--- src/sfx_cfg.svh ---
// Purpose: constants of the vector floating-point exception unit
// Assumes: 32-bit register bus, 64-bit operand lanes
// Notes: definitions only
`ifndef SFX_CFG_SVH
`define SFX_CFG_SVH

// register byte offsets
`define SFX_CSR_OFFSET 32'h0000_0000
`define SFX_OSCR_OFFSET 32'h0000_0004

// control/status field layout
`define SFX_FLAG_LSB 0
`define SFX_MASK_LSB 7
`define SFX_EXC_W 6
`define SFX_INV_BIT 0
`define SFX_DEN_BIT 1
`define SFX_DZ_BIT 2
`define SFX_OVF_BIT 3
`define SFX_UNF_BIT 4
`define SFX_INX_BIT 5
`define SFX_OS_SUP_BIT 10

// reset values
`define SFX_FLAG_RST 6'h00
`define SFX_MASK_RST 6'h3F

// encodings of special results
`define SFX_QUIET_D 64'h0008_0000_0000_0000
`define SFX_QUIET_S 32'h0040_0000
`define SFX_INDEF_D 64'hFFF8_0000_0000_0000
`define SFX_INDEF_S 32'hFFC0_0000
`define SFX_INT_INDEF_D 64'h8000_0000_0000_0000
`define SFX_INT_INDEF_S 32'h8000_0000
`define SFX_UNORDERED 3'h7

// biased exponents at which integer conversion overflows
`define SFX_INT_LIM_D 11'h43E
`define SFX_INT_LIM_S 8'h9E

`endif

--- src/sfx_pkg.sv ---
// Purpose: types of the vector floating-point exception unit
// Assumes: used with sfx_cfg.svh
// Notes: operation codes are given by the issue logic
package sfx_pkg;

  typedef enum logic [3:0] {
    SFX_OP_PINT = 4'h0,
    SFX_OP_ADD = 4'h1,
    SFX_OP_MUL = 4'h2,
    SFX_OP_DIV = 4'h3,
    SFX_OP_SQRT = 4'h4,
    SFX_OP_MAXMIN = 4'h5,
    SFX_OP_CMP = 4'h6,
    SFX_OP_COMI = 4'h7,
    SFX_OP_CVT_FP = 4'h8,
    SFX_OP_CVT_INT = 4'h9,
    SFX_OP_TRUNC_ST = 4'hA
  } sfx_op_t;

  typedef enum logic [2:0] {
    SFX_PR_EQ = 3'h0,
    SFX_PR_LT = 3'h1,
    SFX_PR_LE = 3'h2,
    SFX_PR_UNORD = 3'h3,
    SFX_PR_NEQ = 3'h4,
    SFX_PR_NLT = 3'h5,
    SFX_PR_NLE = 3'h6,
    SFX_PR_ORD = 3'h7
  } sfx_pred_t;

  typedef enum logic [2:0] {
    SFX_REG_NONE = 3'b001,
    SFX_REG_CSR = 3'b010,
    SFX_REG_OS = 3'b100
  } sfx_reg_t;

  typedef struct packed {
    logic [5:0] flags;
    logic [5:0] masks;
    logic os_sup;
    logic ap_wr;
    sfx_reg_t ap_reg;
    logic [31:0] hrdata;
    logic res_valid;
    logic res_write;
    logic [63:0] res_data;
    logic [2:0] aflags;
    logic aflags_write;
    logic simd_flt;
    logic undef_flt;
  } sfx_state_t;

endpackage

--- src/sfx_class_if.sv ---
// Purpose: operand class bundle between classifier and exception unit
// Assumes: one operand per instance
// Notes: purely combinational
`timescale 1ns/1ps
`default_nettype none
interface sfx_class_if;
  logic sign;
  logic nan;
  logic snan;
  logic inf;
  logic zero;
  logic denorm;
  logic int_ovr;
  modport prod (output sign, nan, snan, inf, zero, denorm, int_ovr);
  modport cons (input sign, nan, snan, inf, zero, denorm, int_ovr);
endinterface
`default_nettype wire

--- src/sfx_classify.sv ---
// Purpose: classify one floating-point operand in single or double format
// Assumes: single values sit in the low 32 bits
// Notes: int_ovr covers nan, infinity and magnitudes beyond the integer range
`timescale 1ns/1ps
`default_nettype none
`include "sfx_cfg.svh"
module sfx_classify (
  // operand
  input wire logic [63:0] opnd_i,
  input wire logic dbl_i,
  // classes
  sfx_class_if.prod cls
);
  logic exp_ones;
  logic exp_zero;
  logic frac_zero;
  logic quiet;
  logic big;

  always_comb begin
    if (dbl_i) begin
      exp_ones = &opnd_i[62:52];
      exp_zero = ~|opnd_i[62:52];
      frac_zero = ~|opnd_i[51:0];
      quiet = opnd_i[51];
      big = opnd_i[62:52] >= `SFX_INT_LIM_D;
      cls.sign = opnd_i[63];
    end else begin
      exp_ones = &opnd_i[30:23];
      exp_zero = ~|opnd_i[30:23];
      frac_zero = ~|opnd_i[22:0];
      quiet = opnd_i[22];
      big = opnd_i[30:23] >= `SFX_INT_LIM_S;
      cls.sign = opnd_i[31];
    end
    cls.nan = exp_ones & ~frac_zero;
    cls.snan = exp_ones & ~frac_zero & ~quiet;
    cls.inf = exp_ones & frac_zero;
    cls.zero = exp_zero & frac_zero;
    cls.denorm = exp_zero & ~frac_zero;
    cls.int_ovr = exp_ones | big;
  end
endmodule
`default_nettype wire

--- src/sfx_unit.sv ---
// Purpose: vector floating-point exception detection, masked results, faults
// Assumes: one lane per issue; datapath result and flags valid with op_valid_i
// Notes: registers on a zero-wait AHB-Lite slave; results one cycle after issue
//
// Behaviour
// - packed integer operations never raise numeric exceptions
// - six exception classes, each flag and mask
// - faults reported with the offending instruction's result
// - truncating stack store raises no vector exception
// - masks writable, masks and flags readable
// - unmasked with OS support raises SIMD fault
// - unmasked without OS support raises undefined-opcode fault
// - invalid flag bit 0, mask bit 7
// - masked invalid value overwrites destination register
// - arithmetic with signalling NaN returns quieted NaN
// - square root of signalling NaN returns quieted
// - square root of negative returns NaN indefinite
// - max/min with any NaN returns source two
// - compare with NaN returns zeros or ones mask
// - precision conversion of signalling NaN returns quieted
// - ordered compare with NaN sets unordered flags
// - opposite infinities added give NaN indefinite
// - infinity times zero, 0/0, inf/inf indefinite
// - bad integer conversion returns integer indefinite
// - unmasked invalid invokes handler, destination untouched
// - ordered compares and relational predicates trap quiet NaN
// - denormal flag bit 1, mask bit 8
//
// The register offsets and the AHB-Lite interface to the registers are this design's own decisions.
`timescale 1ns/1ps
`default_nettype none
`include "sfx_cfg.svh"
module sfx_unit (
  // clock and reset
  input wire logic core_clk_i,
  input wire logic reset_n_i,
  // AHB-Lite slave
  input wire logic hsel_i,
  input wire logic [31:0] haddr_i,
  input wire logic [1:0] htrans_i,
  input wire logic hwrite_i,
  input wire logic [2:0] hsize_i,
  input wire logic [31:0] hwdata_i,
  input wire logic hready_i,
  output logic hreadyout_o,
  output logic hresp_o,
  output logic [31:0] hrdata_o,
  // instruction issue
  input wire logic op_valid_i,
  input wire sfx_pkg::sfx_op_t op_code_i,
  input wire logic op_dbl_i,
  input wire logic op_sub_i,
  input wire sfx_pkg::sfx_pred_t op_pred_i,
  input wire logic [63:0] src1_i,
  input wire logic [63:0] src2_i,
  // datapath results
  input wire logic [63:0] dp_result_i,
  input wire logic [2:0] dp_events_i,
  input wire logic [2:0] dp_aflags_i,
  // completion
  output logic res_valid_o,
  output logic res_write_o,
  output logic [63:0] res_data_o,
  output logic [2:0] aflags_o,
  output logic aflags_write_o,
  output logic simd_fp_fault_o,
  output logic undefined_opcode_fault_o
);
  sfx_pkg::sfx_state_t st_q;
  sfx_pkg::sfx_state_t st_d;

  sfx_class_if ca ();
  sfx_class_if cb ();

  sfx_classify u_cls_a (
    .opnd_i(src1_i),
    .dbl_i(op_dbl_i),
    .cls(ca)
  );
  sfx_classify u_cls_b (
    .opnd_i(src2_i),
    .dbl_i(op_dbl_i),
    .cls(cb)
  );

  logic any_nan;
  logic any_snan;
  logic inv;
  logic dz;
  logic den;
  logic dp_ev;
  logic unmasked;
  logic [5:0] ev;
  logic [63:0] special;
  logic use_special;
  logic rel_pred;
  logic ones_pred;
  logic ap_take;
  logic csr_wr;
  logic os_wr;
  logic no_dest;

  function automatic logic [63:0] quiet_nan(input logic [63:0] v, input logic dbl);
    if (dbl) begin
      quiet_nan = v | `SFX_QUIET_D;
    end else begin
      quiet_nan = {32'h0000_0000, v[31:0] | `SFX_QUIET_S};
    end
  endfunction

  function automatic logic [63:0] fp_indef(input logic dbl);
    fp_indef = dbl ? `SFX_INDEF_D : {32'h0000_0000, `SFX_INDEF_S};
  endfunction

  function automatic logic [31:0] reg_read(input sfx_pkg::sfx_state_t s, input sfx_pkg::sfx_reg_t r);
    reg_read = 32'h0000_0000;
    if (r == sfx_pkg::SFX_REG_CSR) begin
      reg_read[`SFX_FLAG_LSB +: `SFX_EXC_W] = s.flags;
      reg_read[`SFX_MASK_LSB +: `SFX_EXC_W] = s.masks;
    end else if (r == sfx_pkg::SFX_REG_OS) begin
      reg_read[`SFX_OS_SUP_BIT] = s.os_sup;
    end
  endfunction

  assign any_nan = ca.nan | cb.nan;
  assign any_snan = ca.snan | cb.snan;
  assign rel_pred = (op_pred_i == sfx_pkg::SFX_PR_LT) | (op_pred_i == sfx_pkg::SFX_PR_LE) |
                    (op_pred_i == sfx_pkg::SFX_PR_NLT) | (op_pred_i == sfx_pkg::SFX_PR_NLE);
  assign ones_pred = (op_pred_i == sfx_pkg::SFX_PR_NEQ) | (op_pred_i == sfx_pkg::SFX_PR_UNORD) |
                     (op_pred_i == sfx_pkg::SFX_PR_NLT) | (op_pred_i == sfx_pkg::SFX_PR_NLE);
  assign no_dest = (op_code_i == sfx_pkg::SFX_OP_COMI);

  // detection and masked responses per operation
  always_comb begin
    inv = 1'b0;
    dz = 1'b0;
    den = ca.denorm | cb.denorm;
    dp_ev = 1'b0;
    special = 64'h0;
    use_special = 1'b0;
    case (op_code_i)
      sfx_pkg::SFX_OP_ADD: begin
        inv = any_snan | (ca.inf & cb.inf & (ca.sign != (cb.sign ^ op_sub_i)));
        special = any_snan ? quiet_nan(ca.snan ? src1_i : src2_i, op_dbl_i) : fp_indef(op_dbl_i);
        use_special = inv;
        dp_ev = 1'b1;
      end
      sfx_pkg::SFX_OP_MUL: begin
        inv = any_snan | (ca.inf & cb.zero) | (ca.zero & cb.inf);
        special = any_snan ? quiet_nan(ca.snan ? src1_i : src2_i, op_dbl_i) : fp_indef(op_dbl_i);
        use_special = inv;
        dp_ev = 1'b1;
      end
      sfx_pkg::SFX_OP_DIV: begin
        // zero over zero, infinity over infinity
        inv = any_snan | (ca.zero & cb.zero) | (ca.inf & cb.inf);
        dz = cb.zero & ~ca.zero & ~ca.inf & ~ca.nan;
        special = any_snan ? quiet_nan(ca.snan ? src1_i : src2_i, op_dbl_i) : fp_indef(op_dbl_i);
        use_special = inv;
        dp_ev = 1'b1;
      end
      sfx_pkg::SFX_OP_SQRT: begin
        inv = ca.snan | (ca.sign & ~ca.zero & ~ca.nan);
        den = ca.denorm;
        special = ca.snan ? quiet_nan(src1_i, op_dbl_i) : fp_indef(op_dbl_i);
        use_special = inv;
        dp_ev = 1'b1;
      end
      sfx_pkg::SFX_OP_MAXMIN: begin
        inv = any_nan;
        special = src2_i;
        use_special = inv;
      end
      sfx_pkg::SFX_OP_CMP: begin
        inv = any_snan | (any_nan & rel_pred);
        special = (ones_pred & op_dbl_i) ? 64'hFFFF_FFFF_FFFF_FFFF :
                  ones_pred ? 64'h0000_0000_FFFF_FFFF : 64'h0;
        use_special = any_nan;
      end
      sfx_pkg::SFX_OP_COMI: begin
        inv = any_nan;
      end
      sfx_pkg::SFX_OP_CVT_FP: begin
        // quieted NaN in the other precision
        inv = ca.snan;
        den = ca.denorm;
        special = op_dbl_i ? {32'h0000_0000, ca.sign, 8'hFF, src1_i[51:29]} | {32'h0000_0000, `SFX_QUIET_S} :
                  {ca.sign, 11'h7FF, src1_i[22:0], 29'h0} | `SFX_QUIET_D;
        use_special = inv;
        dp_ev = 1'b1;
      end
      sfx_pkg::SFX_OP_CVT_INT: begin
        // no denormal event on integer conversion
        inv = ca.int_ovr;
        den = 1'b0;
        special = op_dbl_i ? `SFX_INT_INDEF_D : {32'h0000_0000, `SFX_INT_INDEF_S};
        use_special = inv;
        dp_ev = 1'b1;
      end
      default: begin
        // integer work and truncating store stay silent
        den = 1'b0;
      end
    endcase
  end

  // one event per class, invalid takes precedence
  always_comb begin
    ev = 6'h00;
    ev[`SFX_INV_BIT] = inv;
    ev[`SFX_DEN_BIT] = den & ~inv;
    ev[`SFX_DZ_BIT] = dz & ~inv;
    ev[`SFX_OVF_BIT] = dp_ev & ~inv & dp_events_i[0];
    ev[`SFX_UNF_BIT] = dp_ev & ~inv & dp_events_i[1];
    ev[`SFX_INX_BIT] = dp_ev & ~inv & dp_events_i[2];
    if (!op_valid_i) begin
      ev = 6'h00;
    end
  end

  assign unmasked = |(ev & ~st_q.masks);
  assign ap_take = hsel_i & htrans_i[1] & hready_i;
  assign csr_wr = st_q.ap_wr & (st_q.ap_reg == sfx_pkg::SFX_REG_CSR);
  assign os_wr = st_q.ap_wr & (st_q.ap_reg == sfx_pkg::SFX_REG_OS);

  always_comb begin
    st_d = st_q;
    // software load of the control/status word
    if (csr_wr) begin
      st_d.flags = hwdata_i[`SFX_FLAG_LSB +: `SFX_EXC_W];
      st_d.masks = hwdata_i[`SFX_MASK_LSB +: `SFX_EXC_W];
    end
    if (os_wr) begin
      st_d.os_sup = hwdata_i[`SFX_OS_SUP_BIT];
    end
    // sticky set wins over a clearing write
    st_d.flags = st_d.flags | ev;
    st_d.ap_wr = 1'b0;
    st_d.ap_reg = sfx_pkg::SFX_REG_NONE;
    if (ap_take) begin
      if (haddr_i == `SFX_CSR_OFFSET) begin
        st_d.ap_reg = sfx_pkg::SFX_REG_CSR;
      end else if (haddr_i == `SFX_OSCR_OFFSET) begin
        st_d.ap_reg = sfx_pkg::SFX_REG_OS;
      end
      st_d.ap_wr = hwrite_i;
    end
    // read sees this cycle's updates, so a write then read is coherent
    st_d.hrdata = reg_read(st_d, st_d.ap_reg);
    // completion carries its own fault in the same cycle
    st_d.res_valid = op_valid_i;
    // masked results overwrite, unmasked leave the destination
    st_d.res_write = op_valid_i & ~unmasked & ~no_dest;
    st_d.res_data = use_special ? special : dp_result_i;
    st_d.aflags = any_nan ? `SFX_UNORDERED : dp_aflags_i;
    st_d.aflags_write = op_valid_i & no_dest & ~unmasked;
    st_d.simd_flt = op_valid_i & unmasked & st_q.os_sup;
    st_d.undef_flt = op_valid_i & unmasked & ~st_q.os_sup;
  end

  always_ff @(posedge core_clk_i or negedge reset_n_i) begin
    if (!reset_n_i) begin
      st_q <= '0;
      st_q.flags <= `SFX_FLAG_RST;
      st_q.masks <= `SFX_MASK_RST;
      st_q.ap_reg <= sfx_pkg::SFX_REG_NONE;
    end else begin
      st_q <= st_d;
    end
  end

  // zero-wait slave, always OKAY
  assign hreadyout_o = 1'b1;
  assign hresp_o = 1'b0;
  assign hrdata_o = st_q.hrdata;
  assign res_valid_o = st_q.res_valid;
  assign res_write_o = st_q.res_write;
  assign res_data_o = st_q.res_data;
  assign aflags_o = st_q.aflags;
  assign aflags_write_o = st_q.aflags_write;
  assign simd_fp_fault_o = st_q.simd_flt;
  assign undefined_opcode_fault_o = st_q.undef_flt;
endmodule
`default_nettype wire

--- config.mk ---
export PLATFORM = sky130hd
export DESIGN_NAME = sfx_unit
export DESIGN_NICKNAME = d
export VERILOG_FILES = /design/src/sfx_pkg.sv /design/src/sfx_class_if.sv /design/src/sfx_classify.sv /design/src/sfx_unit.sv
export VERILOG_INCLUDE_DIRS = /design/src
export SDC_FILE = /design/constraint.sdc
export NUM_CORES = 1
export LEC_CHECK = 0
export ABC_AREA = 0
export BUFFER_PORTS_ARGS = -buffer_cell sky130_fd_sc_hd__buf_2
export CAP_MARGIN = 25
export CORE_AREA = 4 4 150 152
export CTS_BUF_LIST = sky130_fd_sc_hd__clkbuf_4 sky130_fd_sc_hd__clkbuf_8
export DETAILED_ROUTE_END_ITERATION = 16
export DIE_AREA = 0 0 154 156
export PLACE_DENSITY = 0.7
export SLEW_MARGIN = 20
export SYNTH_ARGS = -nofsm -noshare
export SYNTH_HDL_FRONTEND = slang
export SYNTH_SLANG_ARGS = --single-unit
--- constraint.sdc ---
create_clock -name core_clk_i -period 3.3 [get_ports core_clk_i]
set_clock_uncertainty 0.15 [all_clocks]
set_input_delay 0.33 -clock core_clk_i [delete_from_list [all_inputs] [get_ports core_clk_i]]
set_output_delay 0.33 -clock core_clk_i [all_outputs]
set_load 0.01 [all_outputs]
# After elaboration in Yosys (flattened, before gate mapping)
# Cells that the tools add are included.
# Widths: inputs -> output; s select.
# classes
addsub	0
mul	0
n_div	0
n_lt_le_gt_ge	2
eq_ne	21
n_shift	0
muxes	40
bitwise	71
n_reduce_logical	28
# op_table
operator	n
$mux 64	10
$pmux 64 s6	1
$reduce_or 52->1	2
$reduce_or 23->1	2
$and 1x1->1	39
$eq 32x3->1 const B	1
$logic_not 32->1	1
$mux 32	1
$reduce_and 11->1	2
$reduce_or 11->1	2
$reduce_or 6->1	3
$or 1x1->1	17
$eq 4x3->1 const B	4
$mux 1	16
$reduce_and 8->1	2
$reduce_or 8->1	2
$eq 3x3->1 const B	5
$eq 3x2->1 const B	4
$mux 12	1
$mux 3	4
$mux 6	2
$ge 11x11->1 const B	1
$not 1->1	11
$eq 4x2->1 const B	2
other kinds (17)	27
# word_totals
register_bits	101
latch_bits	0
ramBits	0
mem_bits_ro	0
in_bits	282
wordCells	175
mem_count	0

# Logic depth before layout (Yosys ltp)
# logic_depth
word_depth	19
depth_mapped	12

# Cells and area by module
# Synthesis repeated with hierarchy kept, for this count alone.
# unflattened
hier_cells	778
area_unflattened_um2	7407.1
# by_module_without_submodules
module	n_inst	cells_per_inst	area_each_um2	seq_area_each_um2
sfx_unit	1	676	6774.0	2536.2
sfx_classify	2	51	316.6	0.0

# Worst setup path before layout
# Ideal clock, no wire load.
# synth_path
kind	input to register
start	in src1_i[24]
end	reg st_q (netlist bit res_data_o[10])
setup_ns	0.125
arrival_ns	2.635
required_ns	3.025
setup_slack_ns	0.390
cell_stages	11
path_buffers	3
path_cell_list	nor4_1 > nand4_1 > o21ai_2 > nand4_1 > or4_1 > and3_1 > buf_6 > o311ai_4 > buf_12 > buf_12 > mux2_4
# synth_lines
element	line_no	rtl
start, declared	sfx_unit.sv:54	input wire logic [63:0] src1_i,
end signal, assigned	sfx_unit.sv:268	st_q <= st_d;
end, declared	sfx_unit.sv:69	sfx_pkg::sfx_state_t st_q;

==> metrics.md <==
| Metric | Value |
|---|---|
| Status | finished clean |
| Vias in the first global route | 7381 |
| Post-synthesis sequential area ratio | roughly a third |
| Clk pwr share | 30.4% |
| Clk sinks | ~100 |
| Fmax | 334 MHz |
| Critical-path top delay cell | a221o_1 |
| Share of layout cells above drive strength 1 | 46.0% |
| DP HPWL | about 22000 um |
| WL/cell | between 20 and 25 um |
| CTS root buf | clkbuf_8 |
| Pleak | 4.61 nW |
| Final Hold Fails | 0 |
| Async SR Flop Fraction | 100% |
| DRC viols | 0 |
| Hold slack final | approximately 20 ps |
| Post-Synth XOR/XNOR Area | 0.586% |
| Setup ws final | 308 ps |
| Mapped Area | 0.00748 sq mm |
| Final Power | 0.00289 W |
| Pin count of the biggest net entering global routing | 53 |
| Initial antenna violation count | 1 |
| EDFF count, synth | 0 |
| Post-Route Setup TNS | 0 ps |
| Synth top area cells | dfrtp_1 (31%), buf_4 (10%), mux2_4 (9.6%) |
| Count leader, synth | buf_4 |
| CTS tree | built |
| Setup WS pre-CTS | -72.1 ps |
| Main combinational cell family by area after synthesis | compound AO/OA/AOI/OAI gates |
| Synth area leader | dfrtp_1 |
| IO Pins | between 300 and 400 |
| GRT overflow | 0 |
| Switching part of the total power | between 30% and 40% |
| Mapped Avg Cell Area | 9.88 sq um |
| PostCTS Resize Cnt | 0 |
| Comb pwr share | between 20% and 30% |
| Row count | 53 |
| Synth Instances | 757 |
| FF/Latch Area | 0.00254 sq mm |
| Simple-Gate Fraction of Synth Area | 14.0% |
| Longest Clk Path Bufs | 2 |
| Max_slew headroom | 55.1% |
| Share of the synthesized area in the top cell type | 31.5% |
| Endpoints failing setup | 0 |
| Pins over their slew limit | 0 |
| Routability cong. | 0.909 |
| Die height | 156 um |
| Die X | 154 um |
| Drt first pass iters | 5 |
| Antenna Violating Nets Remaining | 0 |
| Worst slew pin tran | 671 ps |
| Via Count | about 7300 |
| Synth warn | 0 |
| Vias per cell | 5.43 |
| Crit path top cell by count | a21oi_1 |
| Main flop type after synthesis | dfrtp_1 |
| Worst setup SP type | input port |
| Worst vdd ir | 0.224 mV |
| Psw | 0.000885 W |
| Final wirelength | ~28000 um |
| Post-CTS Setup Bufs | 0 |
| Starting DRC count in detailed routing | 574 |
| Total GRT Usage | 21.7% |
| Post-synthesis mux area share | 16.9% |
| Port buffer count | ~340 |
| Starting Density | a little over a third |
| Crit Path Category | input port to flop |
| Post-route clock period utilization | approximately nine tenths |
| Multi-input combinational cell area | slightly below 0.004 sq mm |
| First-pass GRT wire length | 40900 um |
| P per Cell Area | slightly above 300 mW/mm^2 |
| H-tree Lvls | 3 |
| Yosys reg bits | 101 |
| P_int | 0.00200 W |
| Crit-path cells | buf_2 -> nand4_1 -> nor4_2 -> a21oi_1 -> a21oi_1 -> nand2_1 -> a31o_2 -> a221o_1 -> mux2_4 |
| Core area | 0.0210 sq mm |
| Critical Path AT | approximately 3100 ps |
| Req. time, crit path | 3430 ps |
| Library cells used by synthesis | 71 |
| CTS buffer count | 9 |
| Seq pwr share | 45.5% |
| Adder-cell share of the synthesized area | 0.669% |
| Final net count | between 1000 and 1500 |
| Hold Crit Class | input port to flop |
| Clk pin slew, worst setup/hold paths | roughly 120 ps |
| Crit-path max cell delay | 470 ps |
| Crit path time final | 2990 ps |
| Compound-cell area share of the yosys netlist | 18.8% |
| Die footprint | 0.0240 sq mm |
| Worst Setup End Kind | flop |
| Maximum Capacitance Violations | 0 |
| RSZ-0062 raised after global routing | no |
| Area Overhead vs Synth | 27.4% |
| Clk_lat worst skew | 380 ps |
| CP Max Fanout | 19 |
| Layout fillers | 2064 |
| Top cells by instance count after synthesis | buf_4 (101), dfrtp_1 (94), mux2_4 (48) |
## registers in the layout, indices dropped and copies added, names as in the netlist
signal                    flops
st_q                         17
aflags_write_o                1
undefined_opcode_fault_o      1
simd_fp_fault_o               1
aflags_o                      3
res_data_o                   64
res_write_o                   1
hrdata_o                     12
res_valid_o                   1
## path summary, 6_finish.rpt
check                                startpoint        endpoint  slack, ps  depth (start not counted)
worst max register to register        st_q[106]    hrdata_o[10]       1580                          5
worst min-delay path            dp_result_i[37]  res_data_o[37]         20                          2
worst min register to register        st_q[117]       st_q[117]        340                          2
max in group asynchronous             reset_n_i       st_q[104]       1870                          3
min in group asynchronous             reset_n_i  res_data_o[24]        340                          2
worst max-delay path                   op_dbl_i  res_data_o[32]        310                          9
## metal layers
layer  part of all wire (%)  up-vias  GRT usage [%]
met2                     48      454           36.9
met4                    3.1        0           7.19
met1                     39     3445           26.9
met3                     10       56           5.66
met5                      0        -              0
li1                       -     3323              -
## repair_timing
action | CTS | global route
hold buffers | 29 | 0
endpoints found under the hold margin | 73 | 0
endpoints found under the setup margin | 0 | 0
## power groups by stage
stage                     registers [W]  logic [W]  clock network, W
after global placement          0.00134   0.000659                 0
after floorplan                 0.00134   0.000386                 0
after CTS                       0.00132   0.000696          0.000902
after detailed placement        0.00134   0.000667                 0
final                           0.00132   0.000696          0.000877
after global routing            0.00132   0.000756          0.000954
## cell type report
cell class,instances,share of cell area [%]
tap,275,3.61
timing repair buffer,416,25.4
inverter,22,0.867
clock buffer,9,1.30
multi-input combinational,510,41.2
antenna,1,0.0263
clock inverter,7,0.945
sequential,101,26.6
## kinds of logic after synthesis
family,Yosys count
other cells,2
xor+xnor,5
compound gates,195
buf+inv,166
simple gates,183
mux,101
flops,101
fa+ha+maj,4
## layout by cell type, fill, tap and decap left out, drive strengths merged, types with 23 or more instances in the layout
cell type	n
mux2i	43
mux2	58
nor2	32
o21ai	46
nand2	31
inv	26
buf	387
a221oi	23
dlygate4sd3	29
nor4	40
dfrtp	94
a21oi	33
## through the flow
stage	area, sq um	util [%]	std cells
after global routing	9530	45.3	1341
final	9530	45.3	1341
after floorplan	7550	-	777
after CTS	9530	45.3	1340
after global placement	9020	42.9	1295
after detailed placement	9020	42.9	1295
## critical path: cells and delay by family
kind                   cells  cell delay (ps)
muxes                      1              270
and+or+nand+nor            3              740
buffers and inverters      1              300
AOI/OAI and AO/OA          4             1460
No activity file was read; power rests on OpenSTA's default activity.
